$ cat src/pic_params.svh
// Constants for the parallel interface clocking block.
// Assumes inclusion from the package and the design file only.
`ifndef PIC_PARAMS_SVH
`define PIC_PARAMS_SVH
`define PIC_PAB_DEPTH 4
`define PIC_PAB_PTR_W 2
`define PIC_PAB_HALF 2'h2
`define PIC_DIV_W 4
`define PIC_DIV_FULL 4'h4
`define PIC_RATE_FULL 1'h0
`define PIC_RATE_HALF 1'h1
`define PIC_SEL_HOST 1'h0
`define PIC_SEL_REF 1'h1
`endif

$ cat src/pic_pkg.sv
// Types for the parallel interface clocking block.
// Assumes pic_params.svh is on the include path.
`include "pic_params.svh"
package pic_pkg;
    typedef struct packed {
        logic [1:0] ctl;
        logic [7:0] data;
    } pic_char_t;
    typedef struct packed {
        logic tx_clock_source_select;
        logic tx_output_rate_select;
        logic rx_clock_source_select;
        logic ref_half_rate;
        logic rx_half_rate;
    } pic_cfg_t;
    typedef enum logic [1:0] {
        PIC_IDLE,
        PIC_RUN,
        PIC_ERR
    } pic_state_t;
endpackage : pic_pkg

$ cat src/pic_top.sv
// Parallel interface clocking: phase-align buffer, transmit clock output
// and receive interface clock for one channel.
// Assumes one core_clk sampling all pins; host strobe and receive edge
// arrive as pins and are synchronised here.
//
// Behaviour
// RQ1: Select 0 captures transmit characters on host character clock.
// RQ2: Host clock matches transmit output frequency, any phase.
// RQ3: Buffer absorbs half a character of host phase drift.
// RQ4: Drift beyond buffer capacity raises error flag until reinitialised.
// RQ5: Writing 0 to recenter latch recenters buffer pointers.
// RQ6: After error drops, every later character is captured correctly.
// RQ7: Transmit clock output at reference rate, or twice when rate 1.
// RQ8: Transmit clock output derived from internal character clock.
// RQ9: Reference clock selectable for transmit and receive interfaces.
// RQ10: Half-rate reference samples inputs on both edges.
// RQ11: Half-rate reference presents outputs on both edges.
// RQ12: Receive clock select chooses receive interface clock.
// RQ13: Full rate: complementary clocks at character rate, data on rise.
// RQ14: Half rate: complementary clocks at half rate, data both edges.
// RQ15: Transmit inputs captured on selected clock rising edge.
// RQ16: Error flag also clears when word sync sequence is sent.
// RQ17: Small elastic store, pointers half full on recenter.
`timescale 1ns/1ns
`include "pic_params.svh"
module pic_top
    import pic_pkg::*;
#(
    parameter int DEPTH = `PIC_PAB_DEPTH,
    parameter int PTR_W = `PIC_PAB_PTR_W
) (
    input wire logic core_clk,
    input wire logic rstn,
    input wire logic clk_en,
    input wire logic host_tx_char_clock,
    input wire logic reference_clock_pin,
    input wire logic rx_recovered_clock,
    input wire pic_char_t tx_in,
    input wire pic_cfg_t cfg,
    input wire logic phase_buffer_recenter,
    input wire logic word_sync_sent,
    input wire logic [7:0] rx_char,
    output logic tx_path_error_flag,
    output pic_char_t tx_out,
    output logic tx_out_valid,
    output logic tx_clock_output,
    output logic [7:0] rx_parallel_data,
    output logic rx_interface_clock_out,
    output logic rx_interface_clock_out_n
);
    logic [1:0] rst_sync_q;
    logic rst_n;
    always_ff @(posedge core_clk or negedge rstn) begin
        if (!rstn) begin
            rst_sync_q <= 2'h0;
        end else begin
            rst_sync_q <= {rst_sync_q[0], 1'h1};
        end
    end
    assign rst_n = rst_sync_q[1];

    // Pin synchronisers; stage 0 is read only by stage 1
    logic [1:0] hclk_s0_q, hclk_s1_q;
    logic [1:0] ref_s0_q, ref_s1_q;
    logic [1:0] rxc_s0_q, rxc_s1_q;
    logic hclk_old_q, ref_old_q, rxc_old_q;
    pic_char_t din_s0_q, din_s1_q;
    logic rec_s0_q, rec_s1_q, rec_old_q;
    always_ff @(posedge core_clk or negedge rst_n) begin
        if (!rst_n) begin
            hclk_s0_q <= 2'h0;
            hclk_s1_q <= 2'h0;
            ref_s0_q <= 2'h0;
            ref_s1_q <= 2'h0;
            rxc_s0_q <= 2'h0;
            rxc_s1_q <= 2'h0;
            hclk_old_q <= 1'h0;
            ref_old_q <= 1'h0;
            rxc_old_q <= 1'h0;
            din_s0_q <= '0;
            din_s1_q <= '0;
            // Idle low, so leaving reset gives no false recenter
            rec_s0_q <= 1'h0;
            rec_s1_q <= 1'h0;
            rec_old_q <= 1'h0;
        end else if (clk_en) begin
            hclk_s0_q <= {1'h0, host_tx_char_clock};
            hclk_s1_q <= hclk_s0_q;
            ref_s0_q <= {1'h0, reference_clock_pin};
            ref_s1_q <= ref_s0_q;
            rxc_s0_q <= {1'h0, rx_recovered_clock};
            rxc_s1_q <= rxc_s0_q;
            hclk_old_q <= hclk_s1_q[0];
            ref_old_q <= ref_s1_q[0];
            rxc_old_q <= rxc_s1_q[0];
            din_s0_q <= tx_in;
            din_s1_q <= din_s0_q;
            rec_s0_q <= phase_buffer_recenter;
            rec_s1_q <= rec_s0_q;
            rec_old_q <= rec_s1_q;
        end
    end

    logic hclk_rise, ref_rise, ref_fall, rxc_rise, rxc_fall;
    logic recenter_pulse;
    assign hclk_rise = hclk_s1_q[0] & ~hclk_old_q;
    assign ref_rise = ref_s1_q[0] & ~ref_old_q;
    assign ref_fall = ~ref_s1_q[0] & ref_old_q;
    assign rxc_rise = rxc_s1_q[0] & ~rxc_old_q;
    assign rxc_fall = ~rxc_s1_q[0] & rxc_old_q;
    // RQ5 falling write of 0
    assign recenter_pulse = rec_old_q & ~rec_s1_q;

    // Write strobe: host clock or reference edges
    logic wr_stb, rd_stb;
    always_comb begin
        // RQ1 RQ15 host clock rising edge
        if (cfg.tx_clock_source_select == `PIC_SEL_HOST) begin
            wr_stb = hclk_rise;
        // RQ9 RQ10 reference clock, both edges at half rate
        end else if (cfg.ref_half_rate) begin
            wr_stb = ref_rise | ref_fall;
        end else begin
            wr_stb = ref_rise;
        end
    end
    // RQ8 internal character clock is reference based
    assign rd_stb = cfg.ref_half_rate ? (ref_rise | ref_fall) : ref_rise;

    // RQ17 elastic store with half-full recentering
    pic_char_t mem_q [DEPTH];
    pic_char_t mem_d [DEPTH];
    logic [PTR_W:0] wp_q, wp_d, rp_q, rp_d;
    logic err_q, err_d;
    pic_char_t tout_q, tout_d;
    logic tval_q, tval_d;
    logic [PTR_W:0] fill;
    // Fault seen this cycle; beats a word sync clear
    logic err_set;
    assign fill = wp_q - rp_q;
    always_comb begin
        mem_d = mem_q;
        wp_d = wp_q;
        rp_d = rp_q;
        err_d = err_q;
        tout_d = tout_q;
        tval_d = 1'h0;
        err_set = 1'h0;
        if (recenter_pulse) begin
            // RQ5 RQ17 recenter pointers
            wp_d = {1'h0, `PIC_PAB_HALF};
            rp_d = '0;
            err_d = 1'h0;
        end else begin
            if (wr_stb) begin
                // RQ3 write while room remains
                if (fill < (PTR_W + 1)'(DEPTH) || rd_stb) begin
                    mem_d[wp_q[PTR_W-1:0]] = din_s1_q;
                    wp_d = wp_q + 1'h1;
                end else begin
                    // RQ4 overflow
                    err_set = 1'h1;
                end
            end
            if (rd_stb) begin
                if (fill != '0) begin
                    tout_d = mem_q[rp_q[PTR_W-1:0]];
                    tval_d = 1'h1;
                    rp_d = rp_q + 1'h1;
                end else begin
                    // RQ4 underflow
                    err_set = 1'h1;
                end
            end
            // RQ16 word sync clears flag; set wins
            if (err_set) begin
                err_d = 1'h1;
            end else if (word_sync_sent) begin
                err_d = 1'h0;
            end
        end
    end
    always_ff @(posedge core_clk or negedge rst_n) begin
        if (!rst_n) begin
            for (int i = 0; i < DEPTH; i++) begin
                mem_q[i] <= '0;
            end
            wp_q <= {1'h0, `PIC_PAB_HALF};
            rp_q <= '0;
            err_q <= 1'h0;
            tout_q <= '0;
            tval_q <= 1'h0;
        end else if (clk_en) begin
            mem_q <= mem_d;
            wp_q <= wp_d;
            rp_q <= rp_d;
            err_q <= err_d;
            tout_q <= tout_d;
            tval_q <= tval_d;
        end
    end
    assign tx_path_error_flag = err_q;
    assign tx_out = tout_q;
    assign tx_out_valid = tval_q;

    // Clock outputs follow synchronised edges
    logic txo_q, txo_d;
    logic rxo_q, rxo_d;
    logic rxon_q, rxon_d;
    logic [7:0] rxd_q, rxd_d;
    logic rx_edge, rx_data_edge;
    always_comb begin
        // RQ7 RQ8 follow reference, toggle twice as fast at rate 1
        if (cfg.tx_output_rate_select == `PIC_RATE_HALF) begin
            txo_d = (ref_rise | ref_fall) ? 1'h1 :
                    (txo_q ? 1'h0 : txo_q);
        end else begin
            txo_d = ref_s1_q[0];
        end
        // RQ12 receive clock source
        if (cfg.rx_clock_source_select == `PIC_SEL_REF) begin
            rx_edge = ref_rise;
            rx_data_edge = cfg.rx_half_rate ? (ref_rise | ref_fall) : ref_rise;
        end else begin
            rx_edge = rxc_rise;
            rx_data_edge = cfg.rx_half_rate ? (rxc_rise | rxc_fall) : rxc_rise;
        end
        // RQ13 RQ14 true clock toggles per character or halves
        if (cfg.rx_half_rate) begin
            rxo_d = rx_data_edge ? ~rxo_q : rxo_q;
        end else begin
            rxo_d = rx_edge ? 1'h1 : (rx_data_edge ? rxo_q : 1'h0);
        end
        // RQ11 RQ13 RQ14 data follows selected edges
        rxd_d = rx_data_edge ? rx_char : rxd_q;
        // Complement kept in its own flop so both pins leave registers
        rxon_d = ~rxo_d;
    end
    always_ff @(posedge core_clk or negedge rst_n) begin
        if (!rst_n) begin
            txo_q <= 1'h0;
            rxo_q <= 1'h0;
            rxon_q <= 1'h1;
            rxd_q <= 8'h00;
        end else if (clk_en) begin
            txo_q <= txo_d;
            rxo_q <= rxo_d;
            rxon_q <= rxon_d;
            rxd_q <= rxd_d;
        end
    end
    assign tx_clock_output = txo_q;
    assign rx_interface_clock_out = rxo_q;
    assign rx_interface_clock_out_n = rxon_q;
    assign rx_parallel_data = rxd_q;

    // RQ4 error sticks until recenter or word sync
    a_err_sticky: assert property (@(posedge core_clk) disable iff (!rst_n)
        clk_en && err_q && !recenter_pulse && !word_sync_sent |=> err_q)
        else $error("error flag dropped without clear"); // RQ4
    // RQ5 recenter sets half full
    a_recenter_half: assert property (@(posedge core_clk) disable iff (!rst_n)
        clk_en && recenter_pulse |=> wp_q - rp_q == (PTR_W + 1)'(`PIC_PAB_HALF))
        else $error("recenter not half full"); // RQ5
    // RQ17 fill bounded
    a_fill_bound: assert property (@(posedge core_clk) disable iff (!rst_n)
        fill <= (PTR_W + 1)'(DEPTH))
        else $error("buffer fill beyond depth"); // RQ17
    // RQ6 clean read yields valid output
    a_read_valid: assert property (@(posedge core_clk) disable iff (!rst_n)
        clk_en && rd_stb && fill != '0 && !recenter_pulse |=> tval_q)
        else $error("read lost character"); // RQ6
    // RQ1 capture on host edge
    a_host_capture: assert property (@(posedge core_clk) disable iff (!rst_n)
        clk_en && !cfg.tx_clock_source_select && wr_stb && !rd_stb &&
        !recenter_pulse && fill < (PTR_W + 1)'(DEPTH) |=> wp_q == $past(wp_q) + 1'h1)
        else $error("host edge not captured"); // RQ1
    // RQ13 full rate complement
    a_rx_compl: assert property (@(posedge core_clk) disable iff (!rst_n)
        rx_interface_clock_out_n == ~rx_interface_clock_out)
        else $error("receive clocks not complementary"); // RQ13
    // RQ14 data changes only on selected edge
    a_rx_data_edge: assert property (@(posedge core_clk) disable iff (!rst_n)
        clk_en && !rx_data_edge |=> $stable(rx_parallel_data))
        else $error("receive data moved off edge"); // RQ14
    // RQ7 full rate follows reference
    a_tx_rate: assert property (@(posedge core_clk) disable iff (!rst_n)
        clk_en && !cfg.tx_output_rate_select |=> txo_q == $past(ref_s1_q[0]))
        else $error("transmit clock not following reference"); // RQ7
    c_overflow: cover property (@(posedge core_clk) disable iff (!rst_n)
        !err_q ##1 err_q);
    c_recenter: cover property (@(posedge core_clk) disable iff (!rst_n)
        err_q ##1 recenter_pulse);
    c_tx_char: cover property (@(posedge core_clk) disable iff (!rst_n)
        tval_q);
    // RQ16 word sync clears flag when no new fault
    a_sync_clear: assert property (@(posedge core_clk) disable iff (!rst_n)
        clk_en && word_sync_sent && !err_set && !recenter_pulse |=> !err_q)
        else $error("word sync did not clear error"); // RQ16
    c_sync_clear: cover property (@(posedge core_clk) disable iff (!rst_n)
        err_q && word_sync_sent ##1 !err_q);
    c_both_edges: cover property (@(posedge core_clk) disable iff (!rst_n)
        cfg.ref_half_rate && wr_stb && rd_stb && ref_fall);
endmodule : pic_top

$ cat config.mk
export PLATFORM = sky130hd
export DESIGN_NAME = pic_top
export DESIGN_NICKNAME = d
export VERILOG_FILES = /design/src/pic_pkg.sv /design/src/pic_top.sv
export VERILOG_INCLUDE_DIRS = /design/src /design/src/src
export SDC_FILE = /design/constraint.sdc
export NUM_CORES = 1
export LEC_CHECK = 0
export BUFFER_PORTS_ARGS = -buffer_cell sky130_fd_sc_hd__buf_2
export CORE_ASPECT_RATIO = 0.75
export CORE_MARGIN = 3
export CORE_UTILIZATION = 36
export DETAILED_ROUTE_END_ITERATION = 12
export PLACE_DENSITY_LB_ADDON = 0.08
export REMOVE_ABC_BUFFERS = 1
export SYNTH_ARGS = -nofsm -noshare
export SYNTH_HDL_FRONTEND = slang
export SYNTH_SLANG_ARGS = --single-unit
export TNS_END_PERCENT = 10
$ cat constraint.sdc
create_clock -name core_clk -period 5.35 [get_ports core_clk]
set_input_delay 1.07 -clock core_clk [delete_from_list [all_inputs] [get_ports core_clk]]
set_output_delay 1.07 -clock core_clk [all_outputs]
set_load 0.01 [all_outputs]
Word level (Yosys, flattened, before mapping):

Index checks and enable logic that the tools add are counted.

* bits of input ports: 31
* output and inout port bits: 23
* logic and storage cells: 110
* register bits: 103

* add/sub/neg operators: 3
* magnitude comparators: 4
* bitwise gates (word level): 19
* multiplexer cells: 35
* reductions and logical operators: 14

Operators by type and width (count)
* 40-bit bitwise mux: 1
* 10-bit two-way mux: 3
* 1-bit two-way mux: 23
* 10-bit binary-select mux with 2-bit select: 1
* 10-bit demux with 2-bit select: 1
* 3-bit two-way mux: 6
* 1-bit inverter: 9
* 4-bit AND reduction: 2
* 2-bit nonzero test: 4
* 3-bit by 1-bit adder with 3-bit output (second input constant): 2
* 1-bit AND: 6
* 3-bit >= comparator (second input constant): 2
* 2-bit inverter with 3-bit output: 2
* 3-bit AND reduction: 2
* 3-bit nonzero test: 2
* 2-bit AND reduction: 2
* 3-bit by 1-bit < comparator with 1-bit output (second input constant): 1
* 3-bit < comparator (second input constant): 1
* 3-bit subtractor: 1
* 1-bit OR: 2
* 1-bit logical AND: 1
* 1-bit logical OR: 1

Logic depth before layout (Yosys ltp):

Gate-level depths: netlist of the first run.

* depth in word-level cells: 12
* mapped depth: 9
* mapped depth without buffers: 9

Least setup slack after synthesis of the first run:

No wires, ideal clock.

* path type: input to register
* start point: input port cfg[4] in the netlist's numbering
* end point: register mem_q[0] in the netlist's numbering
* library setup time: 125 ps
* stages: 6
* path buffers: 1
* data required time: 5225 ps
* slack: 2996 ps
* data arrival time: 2229 ps
* path through: nor3b_1 nand2_2 o21ai_4 and3_4 buf_6 mux2_4

* longest elaborated chain between the ends: 2

Ends and longest elaborated chain
* start: declaration: RTL line pic_top.sv:39 `input wire pic_cfg_t cfg,`
* 1-bit two-way mux: RTL line pic_top.sv:118 `` if (cfg.tx_clock_source_select == `PIC_SEL_HOST) begin ``
* 4-bit AND reduction (no source line)
* end signal: assignment: RTL line pic_top.sv:194 `mem_q <= mem_d;`
* end: declaration: RTL line pic_top.sv:131 `pic_char_t mem_q [DEPTH];`

No other way between the ends.
A chain may end at the register's enable or synchronous reset.

Final worst setup path of the first run:

* start point: register rp_q[0]
* end point: register mem_q[7] in the netlist's numbering

* longest elaborated chain between the ends: 4

Ends and longest elaborated chain
* start: declaration: RTL line pic_top.sv:133 `logic [PTR_W:0] wp_q, wp_d, rp_q, rp_d;`
* start signal: assignment: RTL line pic_top.sv:196 `rp_q <= rp_d;`
* 3-bit subtractor: RTL line pic_top.sv:140 `assign fill = wp_q - rp_q;`
* 3-bit < comparator: RTL line pic_top.sv:157 `if (fill < (PTR_W + 1)'(DEPTH) || rd_stb) begin`
* 1-bit logical OR: RTL line pic_top.sv:157
* 4-bit AND reduction (no source line)

No other way between the ends.

==> flow_metrics.env, run 1 <==
export IMPL_outcome="complete, no violations"
export IMPL_cts_tree="yes"
export IMPL_synth_compound_area_share_pct=3.47
export IMPL_worstSetupStartpoint="rp_q[0]"
export IMPL_cts_hold_buf=0
export IMPL_grt_pass1_vias=2604
export IMPL_antenna_found_initial=0
export IMPL_crit_path_start_kind="register"
export IMPL_path_clk_slew_ns=0.07
export IMPL_htreeDepth=3
export IMPL_worst_slew_pin_slew_ns=0.856
export IMPL_grt_setup_unrepaired="no"
export IMPL_synth_edf_count=0
export IMPL_cts_root_buf="clkbuf_16"
export IMPL_synth_top_family_by_area="multiplexers"
export IMPL_end_kind="register"
export IMPL_hp_start="rst_sync_q[0]"
export IMPL_syn_area_per_cell_um2=15.7
export IMPL_yosys_area_top_type="dfrtp_1"
export IMPL_clock_latency_ns=0.34
export IMPL_arrival_ns=3.03
export IMPL_worstHoldEndpoint="rst_sync_q[1]"
export IMPL_drtIter0Drc=110
export IMPL_reg2reg_slack_ns=2.55
export IMPL_setup_viol=0
export IMPL_dieArea_mm2=0.0138
export IMPL_multi_input_area_mm2=0.00180
export IMPL_synth_distinct_cells=39
export IMPL_synth_area_mux_share_pct=29.7
export IMPL_grt_max_degree=54
export IMPL_grt_pass1_wl_mm=14.2
export IMPL_p_leak_nw=2.41
export IMPL_regArea_mm2=0.00258
export IMPL_async_flop_share_pct=100
export IMPL_fp_dieH_um=102
export IMPL_syn_inst=284
export IMPL_synthAdderAreaFrac_pct=2.97
export IMPL_worst_r2r_endpoint="mem_q[7]"
export IMPL_yosys_warnings=0
export IMPL_core_mm2=0.0119
export IMPL_finalCritPeriodShare_pct=52.3
export IMPL_ant_nets=0
export IMPL_n_antenna_cell=0
export IMPL_grt_util_all_layers_pct=13.3
export IMPL_firstDrtPassIters=4
export IMPL_numCtsBuffers=9
export IMPL_crit_slowest_cell="dfrtp_1"
export IMPL_cp_slowest_stage_delay_ns=0.69
export IMPL_seq_area_frac_synth_pct=57.7
export IMPL_totalWireLength_mm=8.26
export IMPL_placedCellCount=492
export IMPL_period_needed_ns=2.80
export IMPL_viasPerCell=4.77
export IMPL_layout_common_cells="dfrtp_1, mux2_2, buf_2"
export IMPL_maxSlewViolCount=0
export IMPL_cts_path_max_buffers=2
export IMPL_synth_area_mm2=0.00447
export IMPL_worstSetupPathType="reg2reg"
export IMPL_synthSimpleGateAreaFrac_pct=3.50
export IMPL_hold_depth=0
export IMPL_fin_setup_tns_ns=0
export IMPL_ios=54
export IMPL_reg2reg_from="rp_q[0]"
export IMPL_gp_congestion=0.691
export IMPL_finalHoldViolCount=0
export IMPL_holdWs_ns=0.355
export IMPL_crit_chain="ha_1, fa_1, xnor3_2, nand2_2, o21ai_4, and3_4, mux2_2"
export IMPL_reg2regPathDepth=7
export IMPL_fin_nets=382
export IMPL_finalNonFillerCells=508
export IMPL_hp_class="reg2reg"
export IMPL_cp_max_fo=13
export IMPL_cts_resized=0
export IMPL_nFillCells=1082
export IMPL_hpwl_mm=5.48
export IMPL_synth_top_area_share_pct=56.6
export IMPL_synthTopCellsByArea="dfrtp_1, mux2_2, mux2_4, mux4_2, ha_1"
export IMPL_final_common_cell="dfrtp_1"
export IMPL_ys_flop_type="dfrtp_1"
export IMPL_initial_utilization_pct=37.6
export IMPL_max_freq_mhz=358
export IMPL_rows=34
export IMPL_synthXorXnorAreaFrac_pct=0.532
export IMPL_peakVddDrop_uv=188
export IMPL_num_vias=2421
export IMPL_ys_seq_elements=103
export IMPL_wire_per_inst_um=16.3
export IMPL_postCtsSetupBuffers=0
export IMPL_p_per_area_mw_per_mm2=509
export IMPL_io_buffers=53
export IMPL_fin_skew_ns=0.00965
export IMPL_drv_cap=0
export IMPL_slew_headroom_pct=42.9
export IMPL_cp_data_required_time_ns=5.58
export IMPL_clkSinkCount=103
export IMPL_die_x_um=135
export IMPL_drive_above_1_share_pct=52.3
export IMPL_gr_total_overflow=0
export IMPL_drc=0
export IMPL_synthToLayoutAreaGrowth_pct=16.6
[critical path, delay by kind of cell (launching register included)]
kind | cells | cell delay, ns
and+or+nand+nor | 2 | 0.49
DFF | 1 | 0.69
AOI/OAI and AO/OA | 1 | 0.14
muxes | 1 | 0.37
adders and majority gates | 2 | 0.73
xor gates and xnor gates | 1 | 0.25
[registers in the layout, summed over array words and instances (netlist names), 2 cells and up]
signal            count
din_s0_q             10
din_s1_q             10
mem_q                40
rp_q                  3
rst_sync_q            2
rx_parallel_data      8
tx_out               10
wp_q                  3
[logic make-up after synthesis]
logic type               count (synthesis)
flip-flops                             103
multiplexers                           102
AND/OR/NAND/NOR                         26
AO/OA/AOI/OAI                           22
buffers and inverters                   19
adder cells (fa/ha/maj)                 10
other                                    1
XOR/XNOR                                 1
[synth_stat cells (2+ instances only)]
master and number:
a21oi_1 2, a22o_1 2, buf_6 2, clkbuf_1 6, dfrtp_1 101, dfstp_2 2
ha_1 9, inv_1 10, mux2_2 72, mux2_4 16, mux2i_1 3, mux4_2 10
nand2_1 7, nand3_1 2, nand3_2 3, nor2_1 5, o21a_1 2, o21ai_0 9
[layer usage]
layer	global-route usage, %	vias to the layer above	part of all wire, %
met5	0	-	0
met4	2.82	0	0.47
met3	4.48	5	4.9
met2	18.7	47	43
met1	19.8	1229	52
li1	-	1140	-
[cell type report]
cell class | count | area share [%]
clock buffers | 9 | 4.32
clock inverters | 7 | 1.54
inverters | 10 | 0.720
repair buffers | 55 | 5.38
well taps | 162 | 3.89
flip-flops and latches | 103 | 49.6
multi-input cells | 162 | 34.6
[power breakdown]
part	internal (mW)	switching, mW
clock	0.369	0.297
sequential	1.05	0.199
combinational	0.469	0.270
total	1.88	0.766
[worst max-delay path by stage]
stage | end | slack, ns | cells past startpoint
2_1_floorplan | din_s0_q[0] | 2.27 | 0
3_3_place_gp | mem_q[7] | 2.57 | 7
3_5_place_dp | mem_q[7] | 2.48 | 7
4_1_cts | mem_q[7] | 2.48 | 7
5_1_grt | mem_q[7] | 2.35 | 7
6_report | mem_q[7] | 2.55 | 7
[stage by stage]
step	power [mW]	utilization [%]	setup slack [ns]	instance area, um^2
global route	2.84	43.9	2.35	5210
floorplan	1.78	-	2.27	4420
CTS	2.70	43.9	2.48	5210
global placement	1.99	41.3	2.57	4900
finish	2.65	43.9	2.55	5210
detailed placement	2.02	41.3	2.48	4900
Power figures use the tool's default switching activity.
==> run 2, diff against run 1 <==
==> constraint.sdc (replaced) <==
create_clock -name core_clk -period 2.8 [get_ports core_clk]
set_input_delay 0.56 -clock core_clk [delete_from_list [all_inputs] [get_ports core_clk]]
set_output_delay 0.56 -clock core_clk [all_outputs]
set_load 0.01 [all_outputs]
==> run 2 against run 1 <==
  * Via count grew 0.83%
  * Critical path depth stayed put
  * Hold slack lost 0.059 ns
  * Core utilization up 0.28 points
  * Final cell count is 0.79% higher
  * Non-clock buffer count rose by 4
  * Setup slack worse by 2.2 ns
  * First-iteration DRC count is 40% lower
  * Clock skew fell by 0.0021 ns
  * Sequential share of layout area is 0.32 points lower
  * Register-to-register slack got worse by 2.2 ns
  * Die area did not move
  * Critical endpoint unchanged
==> flow_metrics.env, run 2 (same netlist as run 1, synthesis figures left out) <==
export IMPL_totalWireLength_mm=8.13
export IMPL_postCtsSetupBuffers=0
export IMPL_cts_tree="yes"
export IMPL_finalHoldViolCount=0
export IMPL_firstDrtPassIters=4
export IMPL_fp_dieH_um=102
export IMPL_dieArea_mm2=0.0138
export IMPL_gp_congestion=0.755
export IMPL_drtIter0Drc=66
export IMPL_grtUsageMet2_pct=18.7
export IMPL_placedCellCount=495
export IMPL_hpwl_mm=5.39
export IMPL_outcome="complete, no violations"
export IMPL_cp_data_required_time_ns=3.03
export IMPL_peakVddDrop_uv=360
export IMPL_crit_slowest_cell="dfstp_2"
export IMPL_ios=54
export IMPL_numCtsBuffers=9
export IMPL_power_mw=5.05
export IMPL_p_int_mw=3.64
export IMPL_p_switching_mw=1.41
export IMPL_core_mm2=0.0119
export IMPL_hp_class="reg2async"
export IMPL_grt_pass1_wl_mm=13.6
export IMPL_wire_per_inst_um=15.9
export IMPL_path_delay_family="flip-flops"
export IMPL_die_x_um=135
export IMPL_cp_max_fo=11
export IMPL_htreeDepth=3
export IMPL_initial_utilization_pct=37.6
export IMPL_p_leak_nw=2.43
export IMPL_grt_pass1_vias=2517
export IMPL_ant_nets=0
export IMPL_setup_viol=0
export IMPL_antenna_found_initial=0
export IMPL_clock_latency_ns=0.34
export IMPL_maxSlewViolCount=0
export IMPL_dpl_instance_area_mm2=0.00494
export IMPL_n_antenna_cell=0
export IMPL_power_frac_seq_pct=45.3
export IMPL_p_per_area_mw_per_mm2=963
export IMPL_grt_util_all_layers_pct=13.1
export IMPL_busiest_layer="met2"
export IMPL_gr_total_overflow=0
export IMPL_end_kind="register"
export IMPL_fin_setup_tns_ns=0
export IMPL_viasPerCell=4.77
export IMPL_grt_use_met3_pct=5.27
export IMPL_path_clk_slew_ns=0.06
export IMPL_drive_above_1_share_pct=51.7
export IMPL_slew_headroom_pct=60.3
export IMPL_sw_frac_of_total_pct=27.9
export IMPL_p_comb_share_pct=30.2
export IMPL_finalCritPeriodShare_pct=87.5
export IMPL_num_vias=2441
export IMPL_cp_slowest_stage_delay_ns=0.56
export IMPL_layout_common_cells="dfrtp_1, mux2_2, buf_2"
export IMPL_worstSetupPathType="reg2reg"
export IMPL_fin_skew_ns=0.00754
export IMPL_cts_root_buf="clkbuf_16"
export IMPL_largest_reg_flops=40
export IMPL_grt_setup_unrepaired="no"
export IMPL_period_needed_ns=2.45
export IMPL_utilization_pct=44.2
export IMPL_drv_cap=0
export IMPL_io_buffers=53
export IMPL_crit_chain="inv_1, fa_1, xnor3_2, nand2_2, o21ai_4, and3_4, mux2_2"
export IMPL_fin_nets=386
export IMPL_fin_area_mm2=0.00524
export IMPL_cts_path_max_buffers=2
export IMPL_final_common_cell="dfrtp_1"
export IMPL_met1_usage_pct=18.6
export IMPL_synthToLayoutAreaGrowth_pct=17.4
export IMPL_rows=34
export IMPL_regMostFlops="mem_q"
export IMPL_worst_slew_pin_slew_ns=0.593
export IMPL_clkPwrFrac_pct=24.5
export IMPL_nFillCells=1111
export IMPL_clkSinkCount=103
export IMPL_crit_path_start_kind="register"
export IMPL_finalNonFillerCells=512
export IMPL_arrival_ns=2.68
export IMPL_max_freq_mhz=408
export IMPL_drc=0
export IMPL_grt_max_degree=50
export IMPL_path_buf_inv=1
[run 2: cell types whose count changed in the layout (fill, tap and decap cells not counted), sizes merged]
cell / before / now
inv: 13 / 10
clkbuf: 9 / 13
dlygate4sd3: 0 / 1
clkinv: 1 / 2
clkinvlp: 2 / 0
buf: 55 / 58
[run 2: final timing paths]
path,endpoint,startpoint,slack [ns],cells past startpoint
worst max-delay path,mem_q[7],wp_q[1],0.35,7
worst min-delay path,rx_parallel_data[7],rst_sync_q[1],0.30,0
worst max register to register,mem_q[7],wp_q[1],0.35,7
worst min register to register,rx_parallel_data[7],rst_sync_q[1],0.30,0
max in group asynchronous,wp_q[1],rst_sync_q[1],1.81,1
min in group core_clk,rst_sync_q[1],rst_sync_q[0],0.35,0
[run 2: layout make-up]
| class | count | area, um^2 | share of cell area [%] |
|---|---|---|---|
| clock buffers | 13 | 250 | 4.77 |
| clock inverters | 3 | 43.8 | 0.835 |
| inverters | 10 | 37.5 | 0.716 |
| multi-input cells | 162 | 1800 | 34.3 |
| flip-flops and latches | 103 | 2580 | 49.3 |
| well taps | 162 | 203 | 3.87 |
| repair buffers | 59 | 325 | 6.20 |
[run 2: stage by stage]
stage	hold WS (ns)	setup slack (ns)
floorplan	0.264	-0.278
global placement	0.316	0.381
detailed placement	0.317	0.344
CTS	0.323	0.337
global route	0.352	0.221
finish	0.296	0.349
[run 2: what timing repair did]
item / 4_1_cts / 5_1_grt
gates resized for setup: 0 / 0
endpoints found under the setup margin: 0 / 0
endpoints found under the hold margin: 2 / 0
hold buffers: 1 / 0
[run 2: routing by layer]
| layer | up-vias | routed length (um) |
|---|---|---|
| met4 | 0 | 76 |
| met1 | 1247 | 4330 |
| met2 | 44 | 3360 |
| met3 | 6 | 372 |
| met5 | - | 0 |
| li1 | 1144 | - |
[run 2: worst reg2reg max path, stage by stage, from the launching register on]
cell and delay (ns):
dfstp_2 0.56, inv_1 0.09, fa_1 0.44, xnor3_2 0.26, nand2_2 0.07, o21ai_4 0.14
and3_4 0.42, mux2_2 0.37
[run 2: power by group through the flow]
stage	Sequential (mW)	Clock, mW	Combinational, mW
after floorplan	2.35	0	1.05
after detailed placement	2.32	0	1.55
after CTS	2.29	1.30	1.55
final	2.29	1.24	1.52
after global routing	2.36	1.34	1.68
after global placement	2.31	0	1.52
